$ cat src/common/ppo_pkg.sv
// Purpose: shared constants for the port pin override block
// Assumes: one 8-pin port, AXI4-Lite register access, 50 MHz aclk
// Notes:   register offsets are byte addresses of aligned 32-bit words
//
// Function
// - deep sleep clamps digital inputs to ground
// - enabled external interrupt pins bypass the clamp
// - disabled edge interrupt pin high flags on wake
// - pull-ups off while reset is active
// - no pull-up override: pull-up when dir/out/global 010
// - pull-up override enable: override value decides alone
// - driver enable from override value or direction bit
// - drive override value ignores direction bit
// - driven value from override value or output bit
// - invert enable inverts the output bit
// - input gate from override or core sleep state
// - input gate override ignores sleep state
// - raw input tapped before synchroniser; consumer synchronises
// - analog path connects straight to the pad
// - strobes per port; clock, clamp, global bit shared
// - core control: bits 7,4,1,0 writable, rest read-only
// - global pull-up off disables all pull-ups not under override
// - direction one output, zero input with pull-up request
// - writing one to input bit toggles output bit
// - pin value read through a two-stage synchroniser
package ppo_pkg;
	localparam int          NPIN          = 8;
	localparam int          ADDR_W        = 5;
	localparam int          DATA_W        = 32;

	localparam logic [4:0]  OFS_DIR       = 5'h00;
	localparam logic [4:0]  OFS_OUT       = 5'h04;
	localparam logic [4:0]  OFS_PIN       = 5'h08;
	localparam logic [4:0]  OFS_CORE_CTRL = 5'h0C;
	localparam logic [4:0]  OFS_WAKE_FLAG = 5'h10;

	localparam int          BIT_DBG_OFF   = 7;
	localparam int          BIT_PU_OFF    = 4;
	localparam int          BIT_VEC_SEL   = 1;
	localparam int          BIT_VEC_UNLK  = 0;
	localparam logic [7:0]  CORE_WR_MASK  = 8'h93;
	localparam logic [7:0]  CORE_RESET    = 8'h00;
	localparam logic [7:0]  PIN_RESET     = 8'h00;

	localparam logic [1:0]  RESP_OKAY     = 2'h0;
	localparam logic [1:0]  RESP_SLVERR   = 2'h2;
	localparam logic [31:0] ZERO_WORD     = 32'h0000_0000;
	localparam logic [23:0] ZERO_PAD24    = 24'h00_0000;

	typedef logic [NPIN-1:0] ppo_pins_t;
endpackage : ppo_pkg

$ cat src/verilog/ppo_port_pin_override.sv
// Purpose: one port of general I/O pins with peripheral overrides and AXI4-Lite registers
// Assumes: sleep controller, interrupt logic and peripherals share aclk
// Notes:   pad signals are split into in, out, output enable and pull-up enable
//
// The AXI4-Lite interface to the registers and the address map were chosen for this implementation.
`timescale 1ns/10ps
module ppo_port_pin_override (
	input  wire logic                      aclk,
	input  wire logic                      aresetn,
	// AXI4-Lite slave
	input  wire logic [ppo_pkg::ADDR_W-1:0] s_axi_awaddr,
	input  wire logic                      s_axi_awvalid,
	output logic                           s_axi_awready,
	input  wire logic [ppo_pkg::DATA_W-1:0] s_axi_wdata,
	input  wire logic [3:0]                s_axi_wstrb,
	input  wire logic                      s_axi_wvalid,
	output logic                           s_axi_wready,
	output logic [1:0]                     s_axi_bresp,
	output logic                           s_axi_bvalid,
	input  wire logic                      s_axi_bready,
	input  wire logic [ppo_pkg::ADDR_W-1:0] s_axi_araddr,
	input  wire logic                      s_axi_arvalid,
	output logic                           s_axi_arready,
	output logic [ppo_pkg::DATA_W-1:0]     s_axi_rdata,
	output logic [1:0]                     s_axi_rresp,
	output logic                           s_axi_rvalid,
	input  wire logic                      s_axi_rready,
	// core state, shared by all ports
	input  wire logic                      deep_sleep,
	// external interrupt configuration per pin
	input  wire ppo_pkg::ppo_pins_t        ext_int_en,
	input  wire ppo_pkg::ppo_pins_t        ext_int_edge_mode,
	// overrides from alternate-function modules, per pin
	input  wire ppo_pkg::ppo_pins_t        pullup_force_en,
	input  wire ppo_pkg::ppo_pins_t        pullup_force_val,
	input  wire ppo_pkg::ppo_pins_t        drive_force_en,
	input  wire ppo_pkg::ppo_pins_t        drive_force_val,
	input  wire ppo_pkg::ppo_pins_t        outval_force_en,
	input  wire ppo_pkg::ppo_pins_t        outval_force_val,
	input  wire ppo_pkg::ppo_pins_t        outbit_invert_en,
	input  wire ppo_pkg::ppo_pins_t        input_gate_force_en,
	input  wire ppo_pkg::ppo_pins_t        input_gate_force_val,
	// to alternate-function modules
	output ppo_pkg::ppo_pins_t             raw_pin_input,
	output ppo_pkg::ppo_pins_t             pad_analog_path,
	// pad
	input  wire ppo_pkg::ppo_pins_t        pad_in,
	output ppo_pkg::ppo_pins_t             pad_out,
	output ppo_pkg::ppo_pins_t             pad_oe,
	output ppo_pkg::ppo_pins_t             pad_pullup_en,
	// core control outputs and wake flags
	output logic                           global_pullup_off,
	output logic                           debug_port_off,
	output logic                           vector_table_sel,
	output logic                           vector_change_unlock,
	output ppo_pkg::ppo_pins_t             wake_int_flag
);
	import ppo_pkg::*;

	// register state
	ppo_pins_t  pin_dir_bit_q,  pin_dir_bit_d;
	ppo_pins_t  pin_out_bit_q,  pin_out_bit_d;
	logic [7:0] core_ctrl_reg_q, core_ctrl_reg_d;
	ppo_pins_t  wake_flag_q,    wake_flag_d;
	ppo_pins_t  sync1_q;
	ppo_pins_t  pin_in_bit_q;
	ppo_pins_t  raw_sync1_q;
	ppo_pins_t  raw_sync2_q;
	logic       deep_sleep_q;

	// bus state
	logic                 aw_held_q;
	logic                 w_held_q;
	logic [ADDR_W-1:0]    awaddr_q;
	logic [DATA_W-1:0]    wdata_q;
	logic                 wstrb0_q;
	logic                 bvalid_q;
	logic [1:0]           bresp_q;
	logic                 rvalid_q;
	logic [DATA_W-1:0]    rdata_q;
	logic [1:0]           rresp_q;

	// per-pin combinational signals
	ppo_pins_t input_gate;
	ppo_pins_t out_value;
	ppo_pins_t pullup_req;

	// AXI handshakes
	wire aw_take   = s_axi_awvalid && s_axi_awready;
	wire w_take    = s_axi_wvalid && s_axi_wready;
	wire ar_take   = s_axi_arvalid && s_axi_arready;
	wire aw_have   = aw_held_q || aw_take;
	wire w_have    = w_held_q || w_take;
	wire wr_fire   = aw_have && w_have && !bvalid_q;

	wire [ADDR_W-1:0] wr_addr = aw_held_q ? awaddr_q : s_axi_awaddr;
	wire [DATA_W-1:0] wr_data = w_held_q ? wdata_q : s_axi_wdata;
	wire              wr_lane = w_held_q ? wstrb0_q : s_axi_wstrb[0];
	wire [7:0]        wr_byte = wr_data[7:0];

	// write address match
	wire wa_dir   = (wr_addr == OFS_DIR);
	wire wa_out   = (wr_addr == OFS_OUT);
	wire wa_pin   = (wr_addr == OFS_PIN);
	wire wa_core  = (wr_addr == OFS_CORE_CTRL);
	wire wa_flag  = (wr_addr == OFS_WAKE_FLAG);
	wire wr_hit   = wa_dir || wa_out || wa_pin || wa_core || wa_flag;
	wire wr_go    = wr_fire && wr_lane;

	// write decode, shared strobes for the whole port
	wire wr_dir   = wr_go && wa_dir;
	wire wr_out   = wr_go && wa_out;
	wire wr_pin   = wr_go && wa_pin;
	wire wr_core  = wr_go && wa_core;
	wire wr_flag  = wr_go && wa_flag;

	// read address match
	wire ra_dir   = (s_axi_araddr == OFS_DIR);
	wire ra_out   = (s_axi_araddr == OFS_OUT);
	wire ra_pin   = (s_axi_araddr == OFS_PIN);
	wire ra_core  = (s_axi_araddr == OFS_CORE_CTRL);
	wire ra_flag  = (s_axi_araddr == OFS_WAKE_FLAG);
	wire rd_hit   = ra_dir || ra_out || ra_pin || ra_core || ra_flag;

	// read select; an unmapped offset returns zero
	wire [7:0] rd_byte =
		ra_dir  ? pin_dir_bit_q   :
		ra_out  ? pin_out_bit_q   :
		ra_pin  ? pin_in_bit_q    :
		ra_core ? core_ctrl_reg_q :
		ra_flag ? wake_flag_q     : PIN_RESET;

	// core control bits, shared by all ports
	assign global_pullup_off    = core_ctrl_reg_q[BIT_PU_OFF];
	assign debug_port_off       = core_ctrl_reg_q[BIT_DBG_OFF];
	assign vector_table_sel     = core_ctrl_reg_q[BIT_VEC_SEL];
	assign vector_change_unlock = core_ctrl_reg_q[BIT_VEC_UNLK];
	assign wake_int_flag        = wake_flag_q;

	// only the four writable bits take bus data
	assign core_ctrl_reg_d = wr_core ? (wr_byte & CORE_WR_MASK) : core_ctrl_reg_q;

	assign pin_dir_bit_d = wr_dir ? wr_byte : pin_dir_bit_q;
	// toggle through the input bit works whatever the direction
	assign pin_out_bit_d = wr_out ? wr_byte :
	                       wr_pin ? (pin_out_bit_q ^ wr_byte) : pin_out_bit_q;

	// clamp release on wake gives the edge; set wins over a same-cycle clear
	wire       wake_edge = deep_sleep_q && !deep_sleep;
	ppo_pins_t wake_set;
	assign wake_set    = {NPIN{wake_edge}} & ext_int_edge_mode & ~ext_int_en & raw_sync2_q;
	assign wake_flag_d = (wake_flag_q & ~(wr_flag ? wr_byte : PIN_RESET)) | wake_set;

	// per-pin override logic; undriven override enables are tied low by the
	// integrator so the pin falls back to register control
	genvar gi;
	generate
		for (gi = 0; gi < NPIN; gi++) begin : g_pin
			// clamp bypassed for an enabled external interrupt; an input gate override replaces it
			wire sleep_clamp = deep_sleep && !ext_int_en[gi];
			assign input_gate[gi] = input_gate_force_en[gi] ?
			                        input_gate_force_val[gi] : !sleep_clamp;
			assign pullup_req[gi] = pullup_force_en[gi] ? pullup_force_val[gi] :
			                        (!pin_dir_bit_q[gi] && pin_out_bit_q[gi] &&
			                         !global_pullup_off);
			assign out_value[gi]  = outval_force_en[gi] ? outval_force_val[gi] :
			                        (pin_out_bit_q[gi] ^ outbit_invert_en[gi]);
			assign pad_oe[gi]     = drive_force_en[gi] ?
			                        drive_force_val[gi] : pin_dir_bit_q[gi];
		end
	endgenerate

	// pull-up forced off while reset is held
	assign pad_pullup_en   = pullup_req & {NPIN{aresetn}};
	assign pad_out         = out_value;
	// clamped input after the schmitt stage, before the synchroniser
	assign raw_pin_input   = pad_in & input_gate;
	assign pad_analog_path = pad_in;

	// AXI outputs
	assign s_axi_awready = !aw_held_q && !bvalid_q;
	assign s_axi_wready  = !w_held_q && !bvalid_q;
	assign s_axi_bvalid  = bvalid_q;
	assign s_axi_bresp   = bresp_q;
	assign s_axi_arready = !rvalid_q;
	assign s_axi_rvalid  = rvalid_q;
	assign s_axi_rdata   = rdata_q;
	assign s_axi_rresp   = rresp_q;

	// pin value synchroniser, first stage
	always_ff @(posedge aclk) begin
		if (!aresetn) begin
			sync1_q <= PIN_RESET;
		end else begin
			sync1_q <= raw_pin_input;
		end
	end

	// second stage is the readable pin value
	always_ff @(posedge aclk) begin
		if (!aresetn) begin
			pin_in_bit_q <= PIN_RESET;
		end else begin
			pin_in_bit_q <= sync1_q;
		end
	end

	// unclamped pad level for wake detection
	always_ff @(posedge aclk) begin
		if (!aresetn) begin
			raw_sync1_q <= PIN_RESET;
		end else begin
			raw_sync1_q <= pad_in;
		end
	end

	always_ff @(posedge aclk) begin
		if (!aresetn) begin
			raw_sync2_q <= PIN_RESET;
		end else begin
			raw_sync2_q <= raw_sync1_q;
		end
	end

	// previous sleep state, for the wake edge
	always_ff @(posedge aclk) begin
		if (!aresetn) begin
			deep_sleep_q <= 1'b0;
		end else begin
			deep_sleep_q <= deep_sleep;
		end
	end

	// software registers
	always_ff @(posedge aclk) begin
		if (!aresetn) begin
			pin_dir_bit_q <= PIN_RESET;
		end else begin
			pin_dir_bit_q <= pin_dir_bit_d;
		end
	end

	always_ff @(posedge aclk) begin
		if (!aresetn) begin
			pin_out_bit_q <= PIN_RESET;
		end else begin
			pin_out_bit_q <= pin_out_bit_d;
		end
	end

	always_ff @(posedge aclk) begin
		if (!aresetn) begin
			core_ctrl_reg_q <= CORE_RESET;
		end else begin
			core_ctrl_reg_q <= core_ctrl_reg_d;
		end
	end

	always_ff @(posedge aclk) begin
		if (!aresetn) begin
			wake_flag_q <= PIN_RESET;
		end else begin
			wake_flag_q <= wake_flag_d;
		end
	end

	// write address and data holding until both halves are in
	always_ff @(posedge aclk) begin
		if (!aresetn) begin
			aw_held_q <= 1'b0;
		end else begin
			aw_held_q <= aw_have && !wr_fire;
		end
	end

	always_ff @(posedge aclk) begin
		if (!aresetn) begin
			w_held_q <= 1'b0;
		end else begin
			w_held_q <= w_have && !wr_fire;
		end
	end

	always_ff @(posedge aclk) begin
		if (!aresetn) begin
			awaddr_q <= '0;
		end else if (aw_take) begin
			awaddr_q <= s_axi_awaddr;
		end
	end

	always_ff @(posedge aclk) begin
		if (!aresetn) begin
			wdata_q  <= ZERO_WORD;
			wstrb0_q <= 1'b0;
		end else if (w_take) begin
			wdata_q  <= s_axi_wdata;
			wstrb0_q <= s_axi_wstrb[0];
		end
	end

	// write response
	always_ff @(posedge aclk) begin
		if (!aresetn) begin
			bvalid_q <= 1'b0;
		end else if (wr_fire) begin
			bvalid_q <= 1'b1;
		end else if (s_axi_bready) begin
			bvalid_q <= 1'b0;
		end
	end

	always_ff @(posedge aclk) begin
		if (!aresetn) begin
			bresp_q <= RESP_OKAY;
		end else if (wr_fire) begin
			bresp_q <= wr_hit ? RESP_OKAY : RESP_SLVERR;
		end
	end

	// read response
	always_ff @(posedge aclk) begin
		if (!aresetn) begin
			rvalid_q <= 1'b0;
		end else if (ar_take) begin
			rvalid_q <= 1'b1;
		end else if (s_axi_rready) begin
			rvalid_q <= 1'b0;
		end
	end

	always_ff @(posedge aclk) begin
		if (!aresetn) begin
			rdata_q <= ZERO_WORD;
		end else if (ar_take) begin
			rdata_q <= {ZERO_PAD24, rd_byte};
		end
	end

	always_ff @(posedge aclk) begin
		if (!aresetn) begin
			rresp_q <= RESP_OKAY;
		end else if (ar_take) begin
			rresp_q <= rd_hit ? RESP_OKAY : RESP_SLVERR;
		end
	end
endmodule : ppo_port_pin_override
$ cat config.mk
export PLATFORM = sky130hd
export DESIGN_NAME = ppo_port_pin_override
export DESIGN_NICKNAME = d
export VERILOG_FILES = /design/src/common/ppo_pkg.sv /design/src/verilog/ppo_port_pin_override.sv
export SDC_FILE = /design/constraint.sdc
export NUM_CORES = 1
export LEC_CHECK = 0
export BUFFER_PORTS_ARGS = -buffer_cell sky130_fd_sc_hd__buf_2
export CORE_MARGIN = 8
export CORE_UTILIZATION = 50
export CTS_BUF_LIST = sky130_fd_sc_hd__clkbuf_4
export DETAILED_ROUTE_END_ITERATION = 10
export GPL_ROUTABILITY_DRIVEN = 0
export PLACE_DENSITY = 0.92
export SLEW_MARGIN = 20
export SYNTH_ARGS = -nofsm -noshare
export SYNTH_HDL_FRONTEND = slang
export SYNTH_SLANG_ARGS = --single-unit
export TNS_END_PERCENT = 5
$ cat constraint.sdc
create_clock -name aclk -period 3.8 [get_ports aclk]
set_input_delay 0.19 -clock aclk [delete_from_list [all_inputs] [get_ports aclk]]
set_output_delay 0.19 -clock aclk [all_outputs]
set_load 0.005 [all_outputs]
==> summary.txt, run 1 <==
Outcome
  • Run status: finished clean

Logic synthesis
  • Commonest register cell after synthesis: sky130_fd_sc_hd__dfxtp_1
  • Yosys cell types: 52
  • Cell Area, Synth: about 4500 um2
  • Number of enable flip-flop cells after synthesis: 0
  • Average cell area after synthesis: 9.01 um2
  • Sequential area share after synthesis: 39.4%
  • Share of async-settable or async-resettable flops after synthesis: 0%
  • Count of synthesis-stage warnings from yosys: 0
  • Post-Syn Instances: ~500
  • Number of synthesized register bits: 89

Floorplan
  • Top-Level Pins: approximately 240
  • Number of rows created at floorplan: 34
  • DIE WIDTH: about 110 um
  • Core area: slightly below 9000 um2
  • Y dimension of the die: approximately 110 um
  • Die Outline Area: around 12000 um2
  • Starting utilization of the core area: just over 50%

Critical path
  • Startpoint type of the worst setup path: flop
  • Total number of cells along the worst setup path: 5
  • Largest fanout of any net on the critical path: 14
  • Crit Path Category: reg2reg
  • Buf/Inv on CP: 0
  • Slowest cell delay on critical path: 690 ps
  • R2r startpoint: aw_held_q
  • Timing startpoint of the critical path: aw_held_q
  • Critical path, cell by cell: or4b_4 > a2111oi_4 > nand3_1 > xor2_1 > and2_1
  • Top Family by Delay on Critical Path: simple AND/OR/NAND/NOR gates
  • Depth of the worst register-to-register path: 5
  • CP Capture Type: flop
  • Data required, critical path: between 4000 and 5000 ps
  • Highest-delay cell along the critical path: sky130_fd_sc_hd__dfxtp_1
  • Arr. time, crit path: between 2000 and 3000 ps

Layout
  • Net count of the finished layout: 835
  • Commonest cells after routing, fill and taps aside: sky130_fd_sc_hd__buf_2, sky130_fd_sc_hd__dfxtp_1, sky130_fd_sc_hd__and2_1, sky130_fd_sc_hd__nand2_1, sky130_fd_sc_hd__o21ai_0
  • Antenna diode count: 0
  • Most common library cell in the layout ignoring fill and taps: sky130_fd_sc_hd__buf_2
  • Finished Core Util: 64.2%
  • Fraction of final layout cells with drive strength greater than 1: approximately a third
  • Non-filler cells, final: ~800
  • Synth-to-Final Area Change: 24.4%

Routing
  • DR iter-0 viols: around 270
  • Number of vias per cell after detailed routing: between 5 and 6
  • DRC Markers: 0
  • Total via count after detailed routing: ~4400
  • Number of optimization iterations in the first detailed-route pass: 4
  • Number of nets with antenna violations after detailed routing: 0
  • Routed wire length per instance: between 15 and 20 um
  • Final wirelength: between 10000 and 15000 um

Timing
  • Fin crit share: a little under 70%
  • Maximum clock skew at final layout: about 19 ps
  • Total count of hold-check failures in the final report: 0
  • Maximum operating frequency: ~380 MHz
  • Slew at the pin with the worst max-slew slack: 821 ps
  • Worst relative slew slack: approximately 45%
  • Min Hold Slack: 10.9 ps
  • RSZ-0062 raised after global routing: false
  • Final min period: 2620 ps
  • # setup viols final: 0
  • Max-slew violation count: 0
  • Final total negative setup slack: 0 ps

Clock network
  • Root buffer selected by CTS: sky130_fd_sc_hd__clkbuf_4
  • Post-CTS Resized: 0
  • H-Tree Depth: 3
  • Clock tree from TritonCTS: built
  • Number of buffers on the longest clock path: 2
  • Number of sinks on the clock net: roughly 90
  • Total CTS buffers: 9
  • Clock slew at reported path FFs: about 150 ps
  • Source-to-sink clock delay at the later pin of the worst-skew pair: 440 ps

Hold path
  • Hold depth: 3
  • Worst Hold Launch: s_axi_rready
  • Hold crit path type: in2reg

Global routing
  • Number of global-route vias before repair: ~4500
  • First-pass GRT wire length: between 20000 and 25000 um
  • Total Routing Usage GR: 21.9%
  • Final global-route overflow total: 0
  • Antenna violations before repair: 0
  • Pin count of the biggest net entering global routing: 50

Placed design
  • Detailed placer's ending HPWL: about 11000 um
  • # placed instances: 770
  • Quantity of I/O buffers inserted on ports: ~190

Pwr
  • Power density relative to cell area: roughly 350 nW/um2
  • Leakage power total: roughly 2.5 nW
  • Worst-case vdd ir drop: approximately 0.26 mV

Job
  • Reported max-cap violation count: 0
==> tightest hold or removal path, delay by kind of cell <==
kind	cells	cell delay (ps)
AO/OA/AOI/OAI	1	110
buffers and inverters	1	70
AND/OR/NAND/NOR	1	40
==> final timing paths <==
kind,end,slack (ps)
hold / removal,s_axi_rvalid,10
hold reg to reg,pin_in_bit_q[0],450
setup reg to reg,pin_out_bit_q[1],1180
setup / recovery,pin_out_bit_q[1],1180
==> cells in the mapped netlist (6+ instances only) <==
cell,count,area share (%)
sky130_fd_sc_hd__o311a_1,8,1.8
sky130_fd_sc_hd__xnor2_1,10,1.9
sky130_fd_sc_hd__nor3b_1,8,1.3
sky130_fd_sc_hd__a31oi_1,6,0.83
sky130_fd_sc_hd__nor4b_1,8,1.5
sky130_fd_sc_hd__buf_4,34,5.6
sky130_fd_sc_hd__mux2_2,16,4.0
sky130_fd_sc_hd__a21oi_1,13,1.4
sky130_fd_sc_hd__o221a_1,7,1.7
sky130_fd_sc_hd__nand2_1,37,3.1
sky130_fd_sc_hd__xor2_1,8,1.5
sky130_fd_sc_hd__nor2b_1,26,3.6
sky130_fd_sc_hd__o21ai_1,9,1.0
sky130_fd_sc_hd__o21ai_0,30,3.3
sky130_fd_sc_hd__dfxtp_1,89,39
sky130_fd_sc_hd__nor2_1,29,2.4
sky130_fd_sc_hd__nand2b_1,8,1.1
sky130_fd_sc_hd__a21boi_0,9,1.5
sky130_fd_sc_hd__clkbuf_1,17,1.4
sky130_fd_sc_hd__and2_1,44,6.1
sky130_fd_sc_hd__nand3_1,18,2.0
sky130_fd_sc_hd__mux2i_1,17,3.8
==> timing repair <==
item | CTS | global route
setup buffers | 0 | 0
hold endpoints to repair | 10 | 2
endpoints found under the setup margin | 0 | 0
hold buffers | 10 | 2
==> area by class of cell <==
type                       instances  area (um2)
clock inverter                     7        95.1
multi-input combinational        378        2460
inverter                           5        18.8
tap                              108         135
sequential                        89        1780
timing repair buffer             202        1070
clock buffer                       9        67.6
fill                             688        3130
==> report_power, final <==
part / total, mW / internal (mW) / switching [mW]
Clock: 0.589 / 0.267 / 0.322
Sequential: 1.01 / 0.975 / 0.0346
Combinational: 0.350 / 0.170 / 0.180
Total: 1.95 / 1.41 / 0.537
==> flip-flops by register name (all words and copies together) (netlist names) <==
signal,flops
awaddr_q,5
deep_sleep_q,1
raw_sync2_q,8
s_axi_rresp,1
pin_in_bit_q,8
s_axi_rvalid,1
wstrb0_q,1
wdata_q,8
pin_dir_bit_q,8
s_axi_bresp,1
wake_int_flag,8
sync1_q,8
raw_sync1_q,8
s_axi_bvalid,1
core_ctrl_reg_q,4
aw_held_q,1
pin_out_bit_q,8
w_held_q,1
s_axi_rdata,8
==> stage by stage <==
step	instance area, um2	power (mW)	setup slack (ps)
floorplan	4620	1.23	1900
global placement	5350	1.35	1340
detailed placement	5350	1.37	1260
CTS	5610	1.95	1230
finish	5630	1.95	1180
global route	5630	2.03	1030
==> layer usage <==
| metal | global-route usage (%) | wire (um) |
|---|---|---|
| met1 | 22.5 | 5440 |
| met2 | 38.4 | 6890 |
| met3 | 8.66 | 1430 |
| met4 | 9.42 | 468 |
| met5 | 0 | 0 |
==> cells by family after synthesis <==
family          after synthesis  share of synthesized area, %
mux                          35                          8.55
flops                        89                          39.4
xor+xnor                     18                          3.48
simple gates                193                          23.5
other cells                   1                        0.0829
buf+inv                      60                          8.35
compound gates              106                          16.6
(Power assumes the default switching activity.)
==> run 2: changes to the inputs <==
- CORE_UTILIZATION: 50 -> 42
- PLACE_DENSITY: 0.92 -> 0.83
- clock period: 3.8 -> 2.1 ns (I/O delays scaled with it)
==> run 2 against run 1 <==
First-iteration DRC count up 20%. Critical path depth up 2. Non-clock buffer count up 30. Clock skew about the same. Worst setup slack worse by 1100 ps. Die area up 16%. Largest cell class unchanged. Largest power group unchanged.
==> summary.txt, run 2 (synthesis gave the netlist of run 1 again) <==
Floorplan
  • Core area: approximately 11000 um2
  • Die Outline Area: around 14000 um2
  • Y dimension of the die: 120 um
  • Number of rows created at floorplan: 38
  • Top-Level Pins: 243
  • DIE WIDTH: roughly 120 um
  • Starting utilization of the core area: 42.3%

Clock network
  • Number of sinks on the clock net: 89
  • Root buffer selected by CTS: sky130_fd_sc_hd__clkbuf_4
  • Source-to-sink clock delay at the later pin of the worst-skew pair: 440 ps
  • Clock slew at reported path FFs: between 100 and 150 ps
  • Total CTS buffers: 9
  • Post-CTS repair timing setup buffer count: 0
  • Number of buffers on the longest clock path: 2
  • Clock tree from TritonCTS: built
  • H-Tree Depth: 3

Routing
  • DRC Markers: 0
  • Number of optimization iterations in the first detailed-route pass: 7
  • Routed wire length per instance: 16.3 um
  • Number of nets with antenna violations after detailed routing: 0
  • Total via count after detailed routing: between 4000 and 5000
  • Final wirelength: between 10000 and 15000 um
  • Number of vias per cell after detailed routing: about 5.1
  • DR iter-0 viols: between 300 and 400

Pwr
  • Power Total: 3.62 mW
  • Worst-case vdd ir drop: between 0.3 and 0.4 mV
  • Leakage power total: approximately 2.7 nW
  • Power density relative to cell area: between 600 and 700 nW/um2

Placed design
  • Detailed placer's ending HPWL: between 10000 and 15000 um
  • Quantity of I/O buffers inserted on ports: ~190

Timing
  • Maximum clock skew at final layout: ~19 ps
  • Final min period: 2020 ps
  • RSZ-0062 raised after global routing: false
  • Fin crit share: a little over nine tenths
  • Maximum operating frequency: about 500 MHz
  • Slew at the pin with the worst max-slew slack: around 700 ps
  • Worst relative slew slack: a little over half
  • Max-slew violation count: 0
  • # setup viols final: 0
  • Final total negative setup slack: 0 ps
  • Total count of hold-check failures in the final report: 0

Global routing
  • Number of global-route vias before repair: between 4000 and 5000
  • Pin count of the biggest net entering global routing: 42
  • Antenna violations before repair: 0
  • Final global-route overflow total: 0
  • Total Routing Usage GR: between 10% and 20%
  • First-pass GRT wire length: about 22000 um

Critical path
  • Data required, critical path: 2480 ps
  • Highest-delay cell along the critical path: sky130_fd_sc_hd__or4_4
  • Slowest cell delay on critical path: 560 ps
  • Critical path, cell by cell: dlygate4sd3_1 > buf_2 > or4_4 > a2111o_1 > o21ai_1 > xor2_1 > and2_1
  • Startpoint type of the worst setup path: input pin
  • CP Capture Type: flop
  • Crit Path Category: in2reg
  • Arr. time, crit path: 2400 ps
  • Largest fanout of any net on the critical path: 8

Job
  • Reported max-cap violation count: 0

Layout
  • Fill cell total of the finished layout: roughly 940
  • Fraction of final layout cells with drive strength greater than 1: 33.3%
  • Finished Core Util: between 50% and 60%
  • Most common library cell in the layout ignoring fill and taps: sky130_fd_sc_hd__buf_2
  • Antenna diode count: 0
  • Commonest cells after routing, fill and taps aside: sky130_fd_sc_hd__buf_2, sky130_fd_sc_hd__dfxtp_1, sky130_fd_sc_hd__and2_1, sky130_fd_sc_hd__nand2_1
  • Synth-to-Final Area Change: 31.8%
  • Net count of the finished layout: slightly below 900

Outcome
  • Run status: finished clean

Hold path
  • Hold crit path type: in2reg
run 2: cell count changes in the layout (fill, tap and decap cells not counted):
cell / previous run / this run
sky130_fd_sc_hd__buf_6: 0 / 1
sky130_fd_sc_hd__dlygate4sd3_1: 12 / 30
sky130_fd_sc_hd__inv_8: 0 / 1
sky130_fd_sc_hd__clkinv_4: 2 / 0
sky130_fd_sc_hd__clkinv_2: 2 / 1
sky130_fd_sc_hd__inv_6: 0 / 2
sky130_fd_sc_hd__buf_4: 1 / 11
sky130_fd_sc_hd__buf_12: 0 / 1
run 2: layer usage:
layer  wire length (um)  share of wire, %  vias to the layer above  global-route usage, %
met5                  0                 0                        -                      0
met1               5650                40                     2008                   20.6
met2               6740                48                      244                   32.9
met4                206               1.5                        0                   6.01
li1                   -                 -                     2135                      -
met3               1420                10                       20                   6.62
run 2: cell type report:
class | instances | area [um2] | area share, %
multi-input combinational | 378 | 2460 | 41.2
clock inverter | 7 | 101 | 1.70
sequential | 89 | 1780 | 29.9
inverter | 5 | 18.8 | 0.315
clock buffer | 9 | 67.6 | 1.13
timing repair buffer | 232 | 1360 | 22.8
tap | 140 | 175 | 2.94
run 2: final timing paths:
kind / start / to / slack (ps) / depth (start not counted)
min reg2reg: sync1_q[3] / pin_in_bit_q[3] / 450 / 1
max: s_axi_awaddr[4] / pin_out_bit_q[2] / 80 / 7
max reg2reg: aw_held_q / pin_out_bit_q[2] / 120 / 5
min: input_gate_force_en[1] / sync1_q[1] / 40 / 3
run 2: what timing repair did:
item | CTS | global route
setup endpoints to repair | 0 | 4
hold endpoints to repair | 27 | 0
hold buffers | 30 | 0
gates resized for setup | 0 | 1
run 2: where the power goes:
group | switching (mW) | leakage [nW] | total [mW] | internal [mW]
registers | 0.0485 | 0.728 | 1.81 | 1.76
logic | 0.343 | 1.85 | 0.691 | 0.349
clock network | 0.618 | 0.0888 | 1.12 | 0.497
run 2: worst max-delay path: cells and delay by family:
kind / cells / cell delay (ps)
AO/OA/AOI/OAI: 2 / 770
XOR/XNOR: 1 / 160
buffers and inverters: 2 / 690
AND/OR/NAND/NOR: 2 / 690
run 2: through the flow:
step           worst slack [ps]  std cells  hold slack [ps]  instance area, um2
2_1_floorplan               196        527              232                4620
3_3_place_gp                177        814              339                5490
3_5_place_dp                159        814              345                5490
4_1_cts                     101        860             19.7                5960
5_1_grt                  0.0824        860             31.9                5960
6_report                   81.4        860             38.4                5960
